### config.mk
export PLATFORM = sky130hd
export DESIGN_NAME = spio_six_port_parallel_io
export DESIGN_NICKNAME = d
export VERILOG_FILES = /design/src/spio_pkg.sv /design/src/six_port_parallel_io.sv
export SDC_FILE = /design/constraint.sdc
export NUM_CORES = 1
export LEC_CHECK = 0
export ABC_AREA = 0
export BUFFER_PORTS_ARGS = -buffer_cell sky130_fd_sc_hd__buf_2
export CORE_UTILIZATION = 46
export CTS_CLUSTER_DIAMETER = 40
export DETAILED_ROUTE_END_ITERATION = 12
export PLACE_DENSITY = 0.77
export SLEW_MARGIN = 0
export SYNTH_ARGS = -nofsm -noshare
export SYNTH_HDL_FRONTEND = slang
export SYNTH_SLANG_ARGS = --single-unit
export TNS_END_PERCENT = 5
### constraint.sdc
create_clock -name core_clk -period 1.4 [get_ports core_clk]
set_input_delay 0.14 -clock core_clk [delete_from_list [all_inputs] [get_ports core_clk]]
set_output_delay 0.14 -clock core_clk [all_outputs]
set_load 0.05 [all_outputs]
### src/spio_pkg.sv
package spio_pkg;

  // ---------------------------------------------------------------
  // register offsets
  // ---------------------------------------------------------------
  localparam logic [3:0] SPIO_OFS_LATCH_A = 4'h0;
  localparam logic [3:0] SPIO_OFS_LATCH_B = 4'h1;
  localparam logic [3:0] SPIO_OFS_LATCH_C = 4'h2;
  localparam logic [3:0] SPIO_OFS_LATCH_D = 4'h3;
  localparam logic [3:0] SPIO_OFS_DIR_A = 4'h4;
  localparam logic [3:0] SPIO_OFS_DIR_B = 4'h5;
  localparam logic [3:0] SPIO_OFS_DIR_C = 4'h6;
  localparam logic [3:0] SPIO_OFS_DIR_D = 4'h7;
  localparam logic [3:0] SPIO_OFS_LATCH_E = 4'h8;
  localparam logic [3:0] SPIO_OFS_LATCH_F = 4'h9;
  localparam logic [3:0] SPIO_OFS_DIR_E = 4'hC;
  localparam logic [3:0] SPIO_OFS_DIR_F = 4'hD;

  // ---------------------------------------------------------------
  // implemented bits per port, reset values, field positions
  // ---------------------------------------------------------------
  localparam logic [7:0] SPIO_MASK_A = 8'hFF;
  localparam logic [7:0] SPIO_MASK_B = 8'hFF;
  localparam logic [7:0] SPIO_MASK_C = 8'h1F;
  localparam logic [7:0] SPIO_MASK_D = 8'h7F;
  localparam logic [7:0] SPIO_MASK_E = 8'hFF;
  localparam logic [7:0] SPIO_MASK_F = 8'h0F;
  localparam logic [7:0] SPIO_DIR_RESET = 8'h00;
  localparam logic [7:0] SPIO_RDATA_RESET = 8'h00;
  localparam int SPIO_CLKOUT_EN_BIT = 7;
  localparam int SPIO_CLKOUT_PIN = 2;
  localparam int SPIO_PORTS = 6;

  // one port's pin bundle toward the pads
  typedef struct packed {
    logic [7:0] out;
    logic [7:0] oe;
  } spio_pad_t;

  // register bus request
  typedef struct packed {
    logic [3:0] addr;
    logic [7:0] wdata;
    logic wr;
    logic rd;
  } spio_req_t;

endpackage

### src/six_port_parallel_io.sv
`timescale 1ns/1ns

// Behaviour
// - forty pins in six ports, each pin individually input or output
// - port A has eight data latches untouched by reset
// - port A direction 1 drives the pin, 0 leaves it high impedance
// - reset clears port A direction bits to input
// - port A read gives latch for outputs, pin level for inputs
// - data writes always load the latch, whatever the direction
// - port B has eight data latches untouched by reset
// - port B direction 1 drives the pin; reset clears to input
// - converter channel select decides which port B pin is a converter input
// - converter pin read gives 0 as input, latch as output
// - converter pins never drive; direction still picks latch or zero
// - register offsets 0x0-0x9, 0xC, 0xD as mapped
// - ports C, D, F implement 5, 7, 4 bits; rest read zero
// - port C direction bit 7 is bus clock output enable
// - enable set drives bus clock on port C pin 2; reset clears it
module spio_six_port_parallel_io (
  // clock and reset
  input wire logic core_clk,
  input wire logic resetn,
  // register bus
  input wire spio_pkg::spio_req_t busReq,
  output logic [7:0] busRdata,
  // converter channel select
  input wire logic [4:0] convChanSel,
  // bus clock to put out on port C pin 2
  input wire logic busClk,
  // pads, ports A to F
  input wire logic [7:0] padIn [spio_pkg::SPIO_PORTS],
  output spio_pkg::spio_pad_t pads [spio_pkg::SPIO_PORTS]
);
  import spio_pkg::*;

  // ---------------------------------------------------------------
  // reset release
  // ---------------------------------------------------------------
  logic rstSync1_r;
  logic rstSync2_r;
  always_ff @(posedge core_clk or negedge resetn) begin
    if (!resetn) begin
      rstSync1_r <= 1'b0;
      rstSync2_r <= 1'b0;
    end else begin
      rstSync1_r <= 1'b1;
      rstSync2_r <= rstSync1_r;
    end
  end
  wire rstn = rstSync2_r;

  // ---------------------------------------------------------------
  // storage
  // ---------------------------------------------------------------
  localparam logic [7:0] IMPL [SPIO_PORTS] = '{SPIO_MASK_A, SPIO_MASK_B, SPIO_MASK_C,
                                               SPIO_MASK_D, SPIO_MASK_E, SPIO_MASK_F};
  localparam logic [3:0] LOFS [SPIO_PORTS] = '{SPIO_OFS_LATCH_A, SPIO_OFS_LATCH_B, SPIO_OFS_LATCH_C,
                                               SPIO_OFS_LATCH_D, SPIO_OFS_LATCH_E, SPIO_OFS_LATCH_F};
  localparam logic [3:0] DOFS [SPIO_PORTS] = '{SPIO_OFS_DIR_A, SPIO_OFS_DIR_B, SPIO_OFS_DIR_C,
                                               SPIO_OFS_DIR_D, SPIO_OFS_DIR_E, SPIO_OFS_DIR_F};

  logic [7:0] latch_r [SPIO_PORTS];
  logic [7:0] dir_r [SPIO_PORTS];
  logic clkOutEn_r;
  logic [7:0] convUse;
  logic [7:0] rdNxt;
  logic [7:0] busRdata_r;

  // converter owns one port B pin when the select names channels 0..7
  always_comb begin
    convUse = 8'h00;
    if (convChanSel < 5'h08) begin
      convUse[convChanSel[2:0]] = 1'b1;
    end
  end

  // latches have no reset: they keep their contents across it
  genvar g;
  generate
    for (g = 0; g < SPIO_PORTS; g++) begin : gPort
      always_ff @(posedge core_clk) begin
        if (busReq.wr && busReq.addr == LOFS[g]) begin
          latch_r[g] <= busReq.wdata & IMPL[g];
        end
      end

      always_ff @(posedge core_clk or negedge rstn) begin
        if (!rstn) begin
          dir_r[g] <= SPIO_DIR_RESET;
        end else if (busReq.wr && busReq.addr == DOFS[g]) begin
          dir_r[g] <= busReq.wdata & IMPL[g];
        end
      end
    end
  endgenerate

  always_ff @(posedge core_clk or negedge rstn) begin
    if (!rstn) begin
      clkOutEn_r <= 1'b0;
    end else if (busReq.wr && busReq.addr == SPIO_OFS_DIR_C) begin
      clkOutEn_r <= busReq.wdata[SPIO_CLKOUT_EN_BIT];
    end
  end

  // ---------------------------------------------------------------
  // pad drive
  // ---------------------------------------------------------------
  always_comb begin
    for (int p = 0; p < SPIO_PORTS; p++) begin
      pads[p].out = latch_r[p];
      pads[p].oe = dir_r[p];
    end
    pads[1].oe = dir_r[1] & ~convUse;
    if (clkOutEn_r) begin
      pads[2].out[SPIO_CLKOUT_PIN] = busClk;
      pads[2].oe[SPIO_CLKOUT_PIN] = 1'b1;
    end
  end

  // ---------------------------------------------------------------
  // read path, data one cycle after the strobe
  // ---------------------------------------------------------------
  always_comb begin
    rdNxt = 8'h00; // unmapped offsets read zero
    for (int p = 0; p < SPIO_PORTS; p++) begin
      if (busReq.addr == LOFS[p]) begin
        rdNxt = ((dir_r[p] & latch_r[p]) | (~dir_r[p] & padIn[p])) & IMPL[p];
      end
      if (busReq.addr == DOFS[p]) begin
        rdNxt = dir_r[p];
      end
    end
    if (busReq.addr == SPIO_OFS_LATCH_B) begin
      rdNxt = (dir_r[1] & latch_r[1]) | (~dir_r[1] & ~convUse & padIn[1]);
    end
    if (busReq.addr == SPIO_OFS_DIR_C) begin
      rdNxt[SPIO_CLKOUT_EN_BIT] = clkOutEn_r;
    end
  end

  always_ff @(posedge core_clk or negedge rstn) begin
    if (!rstn) begin
      busRdata_r <= SPIO_RDATA_RESET;
    end else if (busReq.rd) begin
      busRdata_r <= rdNxt;
    end else begin
      busRdata_r <= SPIO_RDATA_RESET;
    end
  end
  assign busRdata = busRdata_r;

  // ---------------------------------------------------------------
  // checks
  // ---------------------------------------------------------------
  dir_a_reset_a: assert property (@(posedge core_clk) $rose(rstn) |-> dir_r[0] == 8'h00)
    else $error("port A direction not cleared by reset");
  a_drive_a: assert property (@(posedge core_clk) disable iff (!rstn) pads[0].oe == dir_r[0])
    else $error("port A enable differs from direction");
  a_read_a: assert property (@(posedge core_clk) disable iff (!rstn)
      busReq.rd && busReq.addr == SPIO_OFS_LATCH_A |=>
      busRdata == $past((dir_r[0] & latch_r[0]) | (~dir_r[0] & padIn[0])))
    else $error("port A read mismatch");
  latch_write_a: assert property (@(posedge core_clk) disable iff (!rstn)
      busReq.wr && busReq.addr == SPIO_OFS_LATCH_A |=> latch_r[0] == $past(busReq.wdata))
    else $error("port A latch not loaded");
  conv_nodrive_a: assert property (@(posedge core_clk) disable iff (!rstn) (pads[1].oe & convUse) == 8'h00)
    else $error("converter pin driven");
  conv_read_a: assert property (@(posedge core_clk) disable iff (!rstn)
      busReq.rd && busReq.addr == SPIO_OFS_LATCH_B |=> (busRdata & ~$past(dir_r[1]) & $past(convUse)) == 8'h00)
    else $error("converter input pin read nonzero");
  unimpl_zero_a: assert property (@(posedge core_clk) disable iff (!rstn)
      busReq.rd && busReq.addr == SPIO_OFS_LATCH_F |=> busRdata[7:4] == 4'h0)
    else $error("port F upper bits nonzero");
  clk_out_a: assert property (@(posedge core_clk) disable iff (!rstn)
      clkOutEn_r |-> pads[2].oe[2] && pads[2].out[2] == busClk)
    else $error("bus clock not driven on port C pin 2");
  dir_b_reset_a: assert property (@(posedge core_clk) $rose(rstn) |-> dir_r[1] == 8'h00 && !clkOutEn_r)
    else $error("port B direction or clock enable not cleared");

endmodule

==> reports/metrics.yaml, run 1 <==
run_status:
  outcome: "complete, but fails checks"
  violations: "negative setup slack"
synth:
  yosysMostFrequentCell: "buf_4"
  yosysTopAreaCell: "dfrtp_1"
  synth_area_per_cell_um2: 11.1
  ys_seq_area_share_pct: 49.5
  yosys_warnings: 0
  synth_edf_count: 40
  synth_flop_cell: "dfrtp_1"
  synth_top_area_share_pct: 25.5
  ys_top_cells_by_area: "dfrtp_1, edfxtp_1, buf_4"
  syn-instance-count: 452
  synth_seq_cells: 91
  synthArstFlopShare_pct: 56.0
  syn-cell-area_um2: 5000
  synth.top_cells.by_count: "buf_4, dfrtp_1, edfxtp_1"
  synthDistinctLibCells: 57
sta:
  fin_crit_ns: 1.54
  layout_worst_path_cycle_share_pct: 110
  tns_ns: -0.401
  fin_ws_ns: -0.144
  finalSetupViolCount: 5
  rsz0062_at_grt: "yes"
  hold_viol_final: 0
  skew_ns: 0.00927
  finalMaxSlewViolations: 0
  fmax_ghz: 0.648
  fin_hold_ws_ns: 0.0663
cells_and_area:
  area_delta_synth_final_pct: 28.3
  drive_above_1_share_pct: 47.1
  instances_no_fill: 775
  fillers: 881
  nNetsFinal: 704
  diodes: 0
clocking:
  cts_buffer_depth: 2
  htreeDepth: 3
  path_clk_slew_ns: 0.09
  clock_latency_ns: 0.37
  cts_buffers: 9
  cts.sinks: 91
  cts-root-buf: "clkbuf_8"
  cts_tree: "built"
global_route:
  grt_antenna_before_repair: 0
  grt_pass1_wl_um: 23100
  grt_overflow: 0
  grtUsageTotal_pct: 27.4
  grt_max_degree: 50
  grt_pass1_vias: 4181
worst_setup_path:
  path_buf_inv: 0
  critPathSlowestCell: "dfrtp_1"
  cp.required_ns: 1.69
  cp_data_arrival_time_ns: 1.83
  worstPathCellList: "or3b_1, a21oi_2, o31a_1, o2111ai_1, nor2_1"
  critical_path_class: "reg -> reg"
  endpoint_kind: "flip-flop"
  slowest_delay_ns: 0.41
  cp_top_family: "compound AO/OA/AOI/OAI gates"
  cp_max_fo: 3
  r2r_slack_ns: -0.14
  cp-start-kind: "flip-flop"
detailed_routing:
  wire_per_inst_um: 19.2
  avgViaCountPerCell: 5.46
  dr.pass1.iters: 5
  vias: 4235
  ant_nets: 0
  drc: 0
  routed_wl_um: 14900
  drt-initial-drc-count: 229
place:
  io_buffers: 149
  dp_cells: 757
  dp_hpwl_um: 11400
  routabilityCongestion: 0.916
power_and_ir_drop:
  power_leakage_nw: 2.86
  powerDensity_nw_per_um2: 1320
  peakVddDrop_mv: 0.742
  power_mw: 8.51
die:
  die_y_um: 106
  num_io_pins: 174
  die_w_um: 106
  die-area_um2: 11300
  start_util_pct: 48.0
  rows: 37
  core_area_um2: 10400
min_path:
  min_path_type: "in -> reg"
flow_run:
  cap_viol_max_count: 0
## through the flow
stage                     utilization [%]  setup slack (ns)  area [um2]
final                                61.6            -0.144        6420
after global placement               58.4            -0.323        6080
after floorplan                         -            -0.261        5070
after detailed placement             58.4            -0.315        6080
after CTS                            61.3            -0.113        6380
after global routing                 61.6            -0.195        6420
## layout by cell type (no fill, tap or decap), types with 8 or more instances in the layout
cell type and count:
nor2_1 15, dfrtp_1 46, buf_4 75, nor2b_1 10, a21oi_1 28, edfxtp_1 40, nor3b_1 11, inv_1 8
clkbuf_8 10, nand2_1 20, nand3_1 8, buf_2 141, o21ai_0 18, o21ai_1 10, mux2_2 34, nand2b_1 17
conb_1 17
## layout make-up
type | instances | area, um2 | share of cell area, %
flip-flops and latches | 91 | 2480 | 38.7
multi-input cells | 299 | 2120 | 33.0
repair buffers | 224 | 1390 | 21.6
well taps | 136 | 170 | 2.65
clock buffers | 10 | 138 | 2.14
clock inverters | 6 | 88.8 | 1.38
inverters | 9 | 33.8 | 0.526
## metal layers
metal / up-vias / share of wire [%] / GRT usage, %
li1: 1958 / - / -
met4: 0 / 2.1 / 9.92
met5: - / 0 / 0
met3: 18 / 6.2 / 3.74
met1: 2073 / 44 / 37.8
met2: 186 / 47 / 44.3
## cells by family (layout without fill, tap and decap cells)
kind of cell,count (synthesis),after routing,synth area share (%)
compound gates,119,119,15.4
simple gates,115,115,13.7
flops,91,91,49.5
buf+inv,77,249,10.6
mux,48,48,10.6
other cells,2,17,0.150
## timing repair
item	in CTS	in global routing
endpoints found under the hold margin	2	0
gates resized for setup	19	11
hold buffers	1	0
endpoints found under the setup margin	11	14
pin swaps	7	0
setup buffers	1	0
## state kept, by name, indices dropped and copies added (netlist names)
| name | flops |
|---|---|
| latch_r | 40 |
| rstSync1_r | 1 |
| dir_r | 9 |
| clkOutEn_r | 1 |
| pads | 31 |
| rstSync2_r | 1 |
| busRdata | 8 |
## final timing paths
path | cells past startpoint | endpoint | start
max in group asynchronous | 1 | dir_r[32]$_DFFE_PN0P_ | rstSync2_r$_DFF_PN0_
max | 5 | busRdata[2]$_DFF_PN0_ | pads[18]$_DFFE_PN0P_
min | 1 | latch_r[1][6]$_DFFE_PP_ | busReq[8]
min in group asynchronous | 2 | rstSync1_r$_DFF_PN0_ | resetn
max reg2reg | 5 | busRdata[2]$_DFF_PN0_ | pads[18]$_DFFE_PN0P_
min reg2reg | 1 | pads[84]$_DFFE_PN0P_ | rstSync2_r$_DFF_PN0_
## report_power, final
part / total, mW / switching, mW / internal (mW)
clock network: 2.00 / 0.951 / 1.05
registers: 3.48 / 0.366 / 3.11
logic: 3.02 / 2.02 / 1.00
total: 8.51 / 3.34 / 5.17
Power figures use the tool's default switching activity.
==> run 2, diff against run 1 <==
--- a/config.mk
+++ b/config.mk
@@ -5,12 +5,12 @@
 export SDC_FILE = /design/constraint.sdc
 export NUM_CORES = 1
 export LEC_CHECK = 0
-export ABC_AREA = 0
+export ABC_AREA = 1
 export BUFFER_PORTS_ARGS = -buffer_cell sky130_fd_sc_hd__buf_2
-export CORE_UTILIZATION = 46
+export CORE_UTILIZATION = 45
 export CTS_CLUSTER_DIAMETER = 40
 export DETAILED_ROUTE_END_ITERATION = 12
-export PLACE_DENSITY = 0.77
+export PLACE_DENSITY = 0.79
 export SLEW_MARGIN = 0
 export SYNTH_ARGS = -nofsm -noshare
 export SYNTH_HDL_FRONTEND = slang
==> run 2 against run 1 <==
Effect of this change:
- the flow now finishes without violations
- flip-flop and latch count stayed put
- first-iteration DRC count is 49% higher
- sequential share of layout area is 2.8 points higher
- clock skew is 0.0039 ns higher
- final area is 7.0% lower
- utilization is 3.8 points lower
- combinational power is 15% lower
- setup slack better by 0.20 ns
- global-route usage is 0.25 points lower
==> reports/metrics.yaml, run 2 <==
detailed_routing:
  ant_nets: 0  # unchanged
  drt-initial-drc-count: 341  # was 229
  wire_per_inst_um: 16.4  # was 19.2 um
  dr.pass1.iters: 5  # unchanged
  drc: 0  # unchanged
  avgViaCountPerCell: 5.04  # was 5.46
  vias: 4501  # was 4,235
  routed_wl_um: 14700  # was 14,900 um
cells_and_area:
  fin_util_pct: 57.9  # was 61.6%
  nNetsFinal: 822  # was 704
  largest-register: "latch_r"  # unchanged
  largest_reg_flops: 40  # unchanged
  diodes: 0  # unchanged
  drive_above_1_share_pct: 31.6  # was 47.1%
  final_cell_mix: "nand2_1, buf_2, o21ai_0"  # was buf_2, buf_4, dfrtp_1
  fin_area_um2: 5970  # was 6420 um2
  area_delta_synth_final_pct: 24.9  # was 28.3%
  final_common_cell: "nand2_1"  # was buf_2
synth:
  yosys_warnings: 0  # unchanged
  synthDistinctLibCells: 26  # was 57
  synth_area_per_cell_um2: 8.25  # was 11.1 um2
  synth.top_cells.by_count: "nand2_1, o21ai_0, inv_1"  # was buf_4, dfrtp_1, edfxtp_1
  yosysTopAreaCell: "dfrtp_1"  # unchanged
  synth_top_family_by_area: "simple AND/OR/NAND/NOR gates"  # was compound AO/OA/AOI/OAI gates
  synth_edf_count: 40  # unchanged
  muxShareOfSynthArea_pct: 1.46  # was 10.6%
  synth-xor-area-share_pct: 0  # unchanged
  yosys.area_share.simple_pct: 20.0  # was 13.7%
  ys_top_cells_by_area: "dfrtp_1, edfxtp_1, nand2_1"  # was dfrtp_1, edfxtp_1, buf_4
  synthArstFlopShare_pct: 56.0  # unchanged
  syn-instance-count: 580  # was 452
  synth-adder-area-share_pct: 0  # unchanged
  syn-cell-area_um2: 4780  # was 5000 um2
  synth_seq_cells: 91  # unchanged
  synth_top_area_share_pct: 26.7  # was 25.5%
  yosysMostFrequentCell: "nand2_1"  # was buf_4
  synth_flop_cell: "dfrtp_1"  # unchanged
  ys_seq_area_share_pct: 51.8  # was 49.5%
  synth_compound_area_share_pct: 12.0  # was 15.4%
global_route:
  grt_pass1_vias: 4246  # was 4,181
  grt_overflow: 0  # unchanged
  grt_antenna_before_repair: 0  # unchanged
  grtUsageTotal_pct: 27.2  # was 27.4%
  grt_pass1_wl_um: 22300  # was 23,100 um
  grt_max_degree: 30  # was 50
power_and_ir_drop:
  p_comb_share_pct: 34.4  # was 35.5%
  power_leakage_nw: 3.05  # was 2.86 nW
  peakVddDrop_mv: 0.779  # was 0.742 mV
  swShare_pct: 41.1  # was 39.2%
  pwr-share-clk_pct: 20.8  # was 23.6%
  powerDensity_nw_per_um2: 1250  # was 1320 nW/um2
  p_int_mw: 4.40  # was 5.17 mW
  seqPwrFrac_pct: 44.8  # was 40.9%
  net-switching-power_mw: 3.08  # was 3.34 mW
clocking:
  path_clk_slew_ns: 0.09  # about the same
  cts_buffers: 9  # unchanged
  htreeDepth: 3  # unchanged
  cts_tree: "built"  # unchanged
  cts-root-buf: "clkbuf_8"  # unchanged
  cts.sinks: 91  # unchanged
  cts_buffer_depth: 2  # unchanged
  clock_latency_ns: 0.36  # was 0.37 ns
place:
  dp_slack_ns: -0.191  # was -0.315 ns
  postPlaceCellArea_um2: 5750  # was 6080 um2
  routabilityCongestion: 0.960  # was 0.916
  io_buffers: 149  # unchanged
  dp_hpwl_um: 11400  # about the same
sta:
  finalMaxSlewViolations: 0  # unchanged
  rsz0062_at_grt: "yes"  # unchanged
  hold_viol_final: 0  # unchanged
  fin_crit_ns: 1.34  # was 1.54 ns
  fin_hold_ws_ns: 0.0253  # was 0.0663 ns
  fmax_ghz: 0.744  # was 0.648 GHz
  finalSetupViolCount: 0  # was 5
  skew_ns: 0.0132  # was 0.00927 ns
  layout_worst_path_cycle_share_pct: 96.0  # was 110%
  fin_ws_ns: 0.0558  # was -0.144 ns
worst_setup_path:
  endpoint_kind: "output port"  # was flip-flop
  cp_max_fo: 4  # was 3
  critical_path_class: "reg -> out"  # was reg -> reg
  cp-start-kind: "flip-flop"  # unchanged
  cp_data_arrival_time_ns: 1.20  # was 1.83 ns
  cp.required_ns: 1.26  # was 1.69 ns
die:
  rows: 37  # unchanged
  num_io_pins: 174  # unchanged
  die_y_um: 105  # was 106 um
  core_area_um2: 10300  # was 10,400 um2
  die-area_um2: 11000  # was 11,300 um2
  die_w_um: 105  # was 106 um
  start_util_pct: 46.3  # was 48.0%
flow_run:
  cap_viol_max_count: 0  # unchanged
min_path:
  min_path_type: "in -> reg"  # unchanged
run_status:
  outcome: "complete, no violations"  # was complete, but fails checks
run 2: cell type report:
cell class / count / area (um2)
tap: 136 / 170
multi-input combinational: 373 / 1680
timing repair buffer: 206 / 1220
clock buffer: 12 / 135
sequential: 91 / 2480
fill: 938 / 4350
inverter: 71 / 267
clock inverter: 4 / 26.3
run 2: metrics by stage:
step | TNS (ns) | std cells | total power [mW]
floorplan | -6.13 | 595 | 5.41
global placement | -2.10 | 875 | 5.87
detailed placement | -2.43 | 875 | 5.90
CTS | 0 | 892 | 7.45
global route | -0.0738 | 893 | 7.81
finish | 0 | 893 | 7.48
run 2: metal layers:
layer / track usage [%] / vias up / part of all wire (%)
met2: 42.8 / 270 / 45
met5: 0 / - / 0
met3: 7.36 / 43 / 9.9
met4: 12.7 / 0 / 3.6
li1: - / 2138 / -
met1: 34.9 / 2050 / 41
run 2: logic make-up after synthesis:
group | after synthesis
buf+inv | 131
compound gates | 109
flops | 91
mux | 7
other cells | 2
simple gates | 240
run 2: worst max-delay path, stage by stage (launching register included):
cell and delay (ns):
dfrtp_1 0.45, inv_1 0.09, nor2_2 0.13, buf_6 0.17
run 2: what timing repair did:
action	CTS	global route
resized for setup	3	19
setup endpoints to repair	3	13
buffers inserted	0	1
hold buffers	1	0
pin swaps	0	4
endpoints found under the hold margin	2	0
run 2: power by group through the flow:
| stage | Clock, mW | Sequential, mW | Combinational (mW) |
|---|---|---|---|
| global route | 1.67 | 3.39 | 2.75 |
| floorplan | 0 | 3.48 | 1.93 |
| global placement | 0 | 3.39 | 2.48 |
| finish | 1.56 | 3.35 | 2.57 |
| CTS | 1.59 | 3.34 | 2.53 |
| detailed placement | 0 | 3.40 | 2.51 |
run 2: path summary, 6_finish.rpt:
kind                                       startpoint                      end  slack (ns)  cells past startpoint
worst min-delay path                        busReq[7]  latch_r[4][5]$_DFFE_PP_        0.03                      1
worst min register to register   rstSync2_r$_DFF_PN0_     pads[19]$_DFFE_PN0P_        0.22                      0
worst max-delay path            dir_r[34]$_DFFE_PN0P_                 pads[66]        0.06                      3
min in group asynchronous                      resetn     rstSync1_r$_DFF_PN0_        0.09                      2
worst max register to register   pads[33]$_DFFE_PN0P_    busRdata[1]$_DFF_PN0_        0.06                      9
max in group asynchronous        rstSync2_r$_DFF_PN0_    dir_r[26]$_DFFE_PN0P_        0.63                      1
==> run 3, diff against run 2 <==
--- a/config.mk
+++ b/config.mk
@@ -7,10 +7,10 @@
 export LEC_CHECK = 0
 export ABC_AREA = 1
 export BUFFER_PORTS_ARGS = -buffer_cell sky130_fd_sc_hd__buf_2
-export CORE_UTILIZATION = 45
+export CORE_UTILIZATION = 54
 export CTS_CLUSTER_DIAMETER = 40
 export DETAILED_ROUTE_END_ITERATION = 12
-export PLACE_DENSITY = 0.79
+export PLACE_DENSITY = 0.9
 export SLEW_MARGIN = 0
 export SYNTH_ARGS = -nofsm -noshare
 export SYNTH_HDL_FRONTEND = slang
==> constraint.sdc (replaced) <==
create_clock -name core_clk -period 1.6 [get_ports core_clk]
set_input_delay 0.16 -clock core_clk [delete_from_list [all_inputs] [get_ports core_clk]]
set_output_delay 0.16 -clock core_clk [all_outputs]
set_load 0.05 [all_outputs]
==> run 3 against run 2 <==
Effect of this change:
- final cell count down 6.7%
- largest power group unchanged
- combinational power down 17%
- critical path type is now reg -> reg
- clock skew up 0.0017 ns
- sequential share of layout area up 1.6 points
==> reports/metrics.yaml, run 3 (same netlist as run 2, synthesis figures left out) <==
power_and_ir_drop:
  swShare_pct: 40.1  # was 41.1%
  powerDensity_nw_per_um2: 1190  # was 1250 nW/um2
  seqPwrFrac_pct: 43.0  # was 44.8%
  p_comb_share_pct: 31.3  # was 34.4%
  power_leakage_nw: 2.94  # was 3.05 nW
  net-switching-power_mw: 2.74  # was 3.08 mW
  pwr-share-clk_pct: 25.7  # was 20.8%
  peakVddDrop_mv: 0.766  # was 0.779 mV
  p_int_mw: 4.09  # was 4.40 mW
sta:
  fin_crit_ns: 1.50
  hold_viol_final: 0  # unchanged
  finalMaxSlewViolations: 0  # unchanged
  rsz0062_at_grt: "no"  # was yes
  finalSetupViolCount: 0  # unchanged
  fin_ws_ns: 0.104  # was 0.0558 ns
  fmax_ghz: 0.669
  tightest_slew_ns: 0.505
  layout_worst_path_cycle_share_pct: 93.5
  slew_headroom_pct: 66.2
  skew_ns: 0.0149  # was 0.0132 ns
clocking:
  cts.sinks: 91  # unchanged
  post_cts_buffers: 0  # unchanged
  clock_latency_ns: 0.37  # was 0.36 ns
  cts-root-buf: "clkbuf_8"  # unchanged
  cts_tree: "built"  # unchanged
  htreeDepth: 3  # unchanged
  path_clk_slew_ns: 0.10  # was 0.09 ns
  cts_buffer_depth: 2  # unchanged
  cts_buffers: 9  # unchanged
die:
  rows: 33  # was 37
  start_util_pct: 57.1  # was 46.3%
  die_y_um: 96.1  # was 105 um
  core_area_um2: 8380  # was 10,300 um2
  die-area_um2: 9240  # was 11,000 um2
  die_w_um: 96.1  # was 105 um
  num_io_pins: 174  # unchanged
global_route:
  grt_max_degree: 50  # was 30
  grt_overflow: 0  # unchanged
  grtUsageTotal_pct: 31.6  # was 27.2%
  grt_pass1_wl_um: 20900  # was 22,300 um
  grt_antenna_before_repair: 0  # unchanged
  grt_pass1_vias: 4062  # was 4,246
detailed_routing:
  drt-initial-drc-count: 348  # was 341
  routed_wl_um: 13900  # was 14,700 um
  highest_layer: "met4"  # unchanged
  wl_met3_um: 1220  # was 1460 um
  wl_met2_um: 6520  # was 6660 um
  vias: 4454  # was 4,501
  ant_nets: 0  # unchanged
  m1WireLength_um: 5770  # was 6010 um
  wire_per_inst_um: 16.7  # was 16.4 um
  avgViaCountPerCell: 5.35  # was 5.04
  drc: 0  # unchanged
  dr.pass1.iters: 5  # unchanged
cells_and_area:
  diodes: 0  # unchanged
  fin_area_um2: 5750  # was 5970 um2
  final_cell_mix: "nand2_1, buf_2, o21ai_0"  # unchanged
  drive_above_1_share_pct: 28.2  # was 31.6%
  area_delta_synth_final_pct: 20.1  # was 24.9%
  nNetsFinal: 793  # was 822
  largest-register: "latch_r"  # unchanged
  final_common_cell: "nand2_1"  # unchanged
  largest_reg_flops: 40  # unchanged
  fin_util_pct: 68.6  # was 57.9%
place:
  routabilityCongestion: 0.920  # was 0.960
  io_buffers: 149  # unchanged
  dp_hpwl_um: 10600  # was 11,400 um
  dp_slack_ns: -0.0517  # was -0.191 ns
  postPlaceCellArea_um2: 5510  # was 5750 um2
worst_setup_path:
  cp-start-kind: "flip-flop"  # unchanged
  cp.required_ns: 1.86  # was 1.26 ns
  cp_data_arrival_time_ns: 1.76  # was 1.20 ns
  critical_path_class: "reg -> reg"  # was reg -> out
  endpoint_kind: "flip-flop"  # was output port
  cp_max_fo: 2  # was 4
run_status:
  outcome: "complete, no violations"  # unchanged
min_path:
  min_path_type: "in -> reg"  # unchanged
flow_run:
  cap_viol_max_count: 0  # unchanged
run 3: cell count changes in the layout (fill, tap and decap cells not counted), sizes merged:
cell	delta
buf	-29
clkinv	+1
clkinvlp	-1
bufinv	+2
clkbuf	-3
inv	+1
run 3: worst max-delay path, stage by stage (launching register included):
cell and delay, ns:
edfxtp_1 0.39, o21ai_0 0.18, nand3_1 0.15, nand2_1 0.11, inv_1 0.05, nand2_1 0.06
nand2_1 0.04, nand2_1 0.11, nand3b_1 0.14, nand2_1 0.12, a21oi_2 0.05
run 3: through the flow:
stage	power, mW	hold WS (ns)	TNS, ns	cells
after detailed placement	5.09	-0.0521	-0.107	816
after floorplan	4.73	-0.136	0	595
after global placement	5.05	-0.0543	-0.0380	816
final	6.83	0.0227	0	833
after CTS	6.81	0.0143	0	833
after global routing	7.14	0.00232	0	833
run 3: power by group through the flow:
stage	combinational [mW]	clock, mW	sequential, mW
after floorplan	1.69	0	3.04
after global placement	2.08	0	2.97
after CTS	2.13	1.75	2.93
after detailed placement	2.12	0	2.98
after global routing	2.28	1.89	2.97
final	2.14	1.75	2.94
run 3: path summary, 6_finish.rpt:
kind / from / end / slack, ns / depth (start not counted)
max: latch_r[2][3]$_DFFE_PP_ / busRdata[3]$_DFF_PN0_ / 0.10 / 10
min: busReq[9] / latch_r[1][7]$_DFFE_PP_ / 0.02 / 1
max reg2reg: latch_r[2][3]$_DFFE_PP_ / busRdata[3]$_DFF_PN0_ / 0.10 / 10
min reg2reg: rstSync2_r$_DFF_PN0_ / pads[18]$_DFFE_PN0P_ / 0.25 / 1
max in group asynchronous: rstSync2_r$_DFF_PN0_ / dir_r[26]$_DFFE_PN0P_ / 1.10 / 1
min in group asynchronous: resetn / rstSync2_r$_DFF_PN0_ / 0.09 / 2
run 3: area by class of cell:
| cell class | instances | area (um2) |
|---|---|---|
| Fill cell | 665 | 2640 |
| Sequential cell | 91 | 2480 |
| Multi-Input combinational cell | 373 | 1660 |
| Timing Repair Buffer | 177 | 983 |
| Inverter | 71 | 267 |
| Tap cell | 105 | 131 |
| Clock buffer | 9 | 124 |
| Clock inverter | 7 | 98.8 |
run 3: routing by layer:
metal  global-route usage, %  vias up
met5                       0        -
met3                    6.32       26
met1                    43.0     2082
met4                    12.4        0
li1                        -     2083
met2                    49.8      263
run 3: repair_timing:
item / 4_1_cts / 5_1_grt
endpoints found under the hold margin: 2 / 0
hold buffers: 1 / 0
resized for setup: 0 / 0
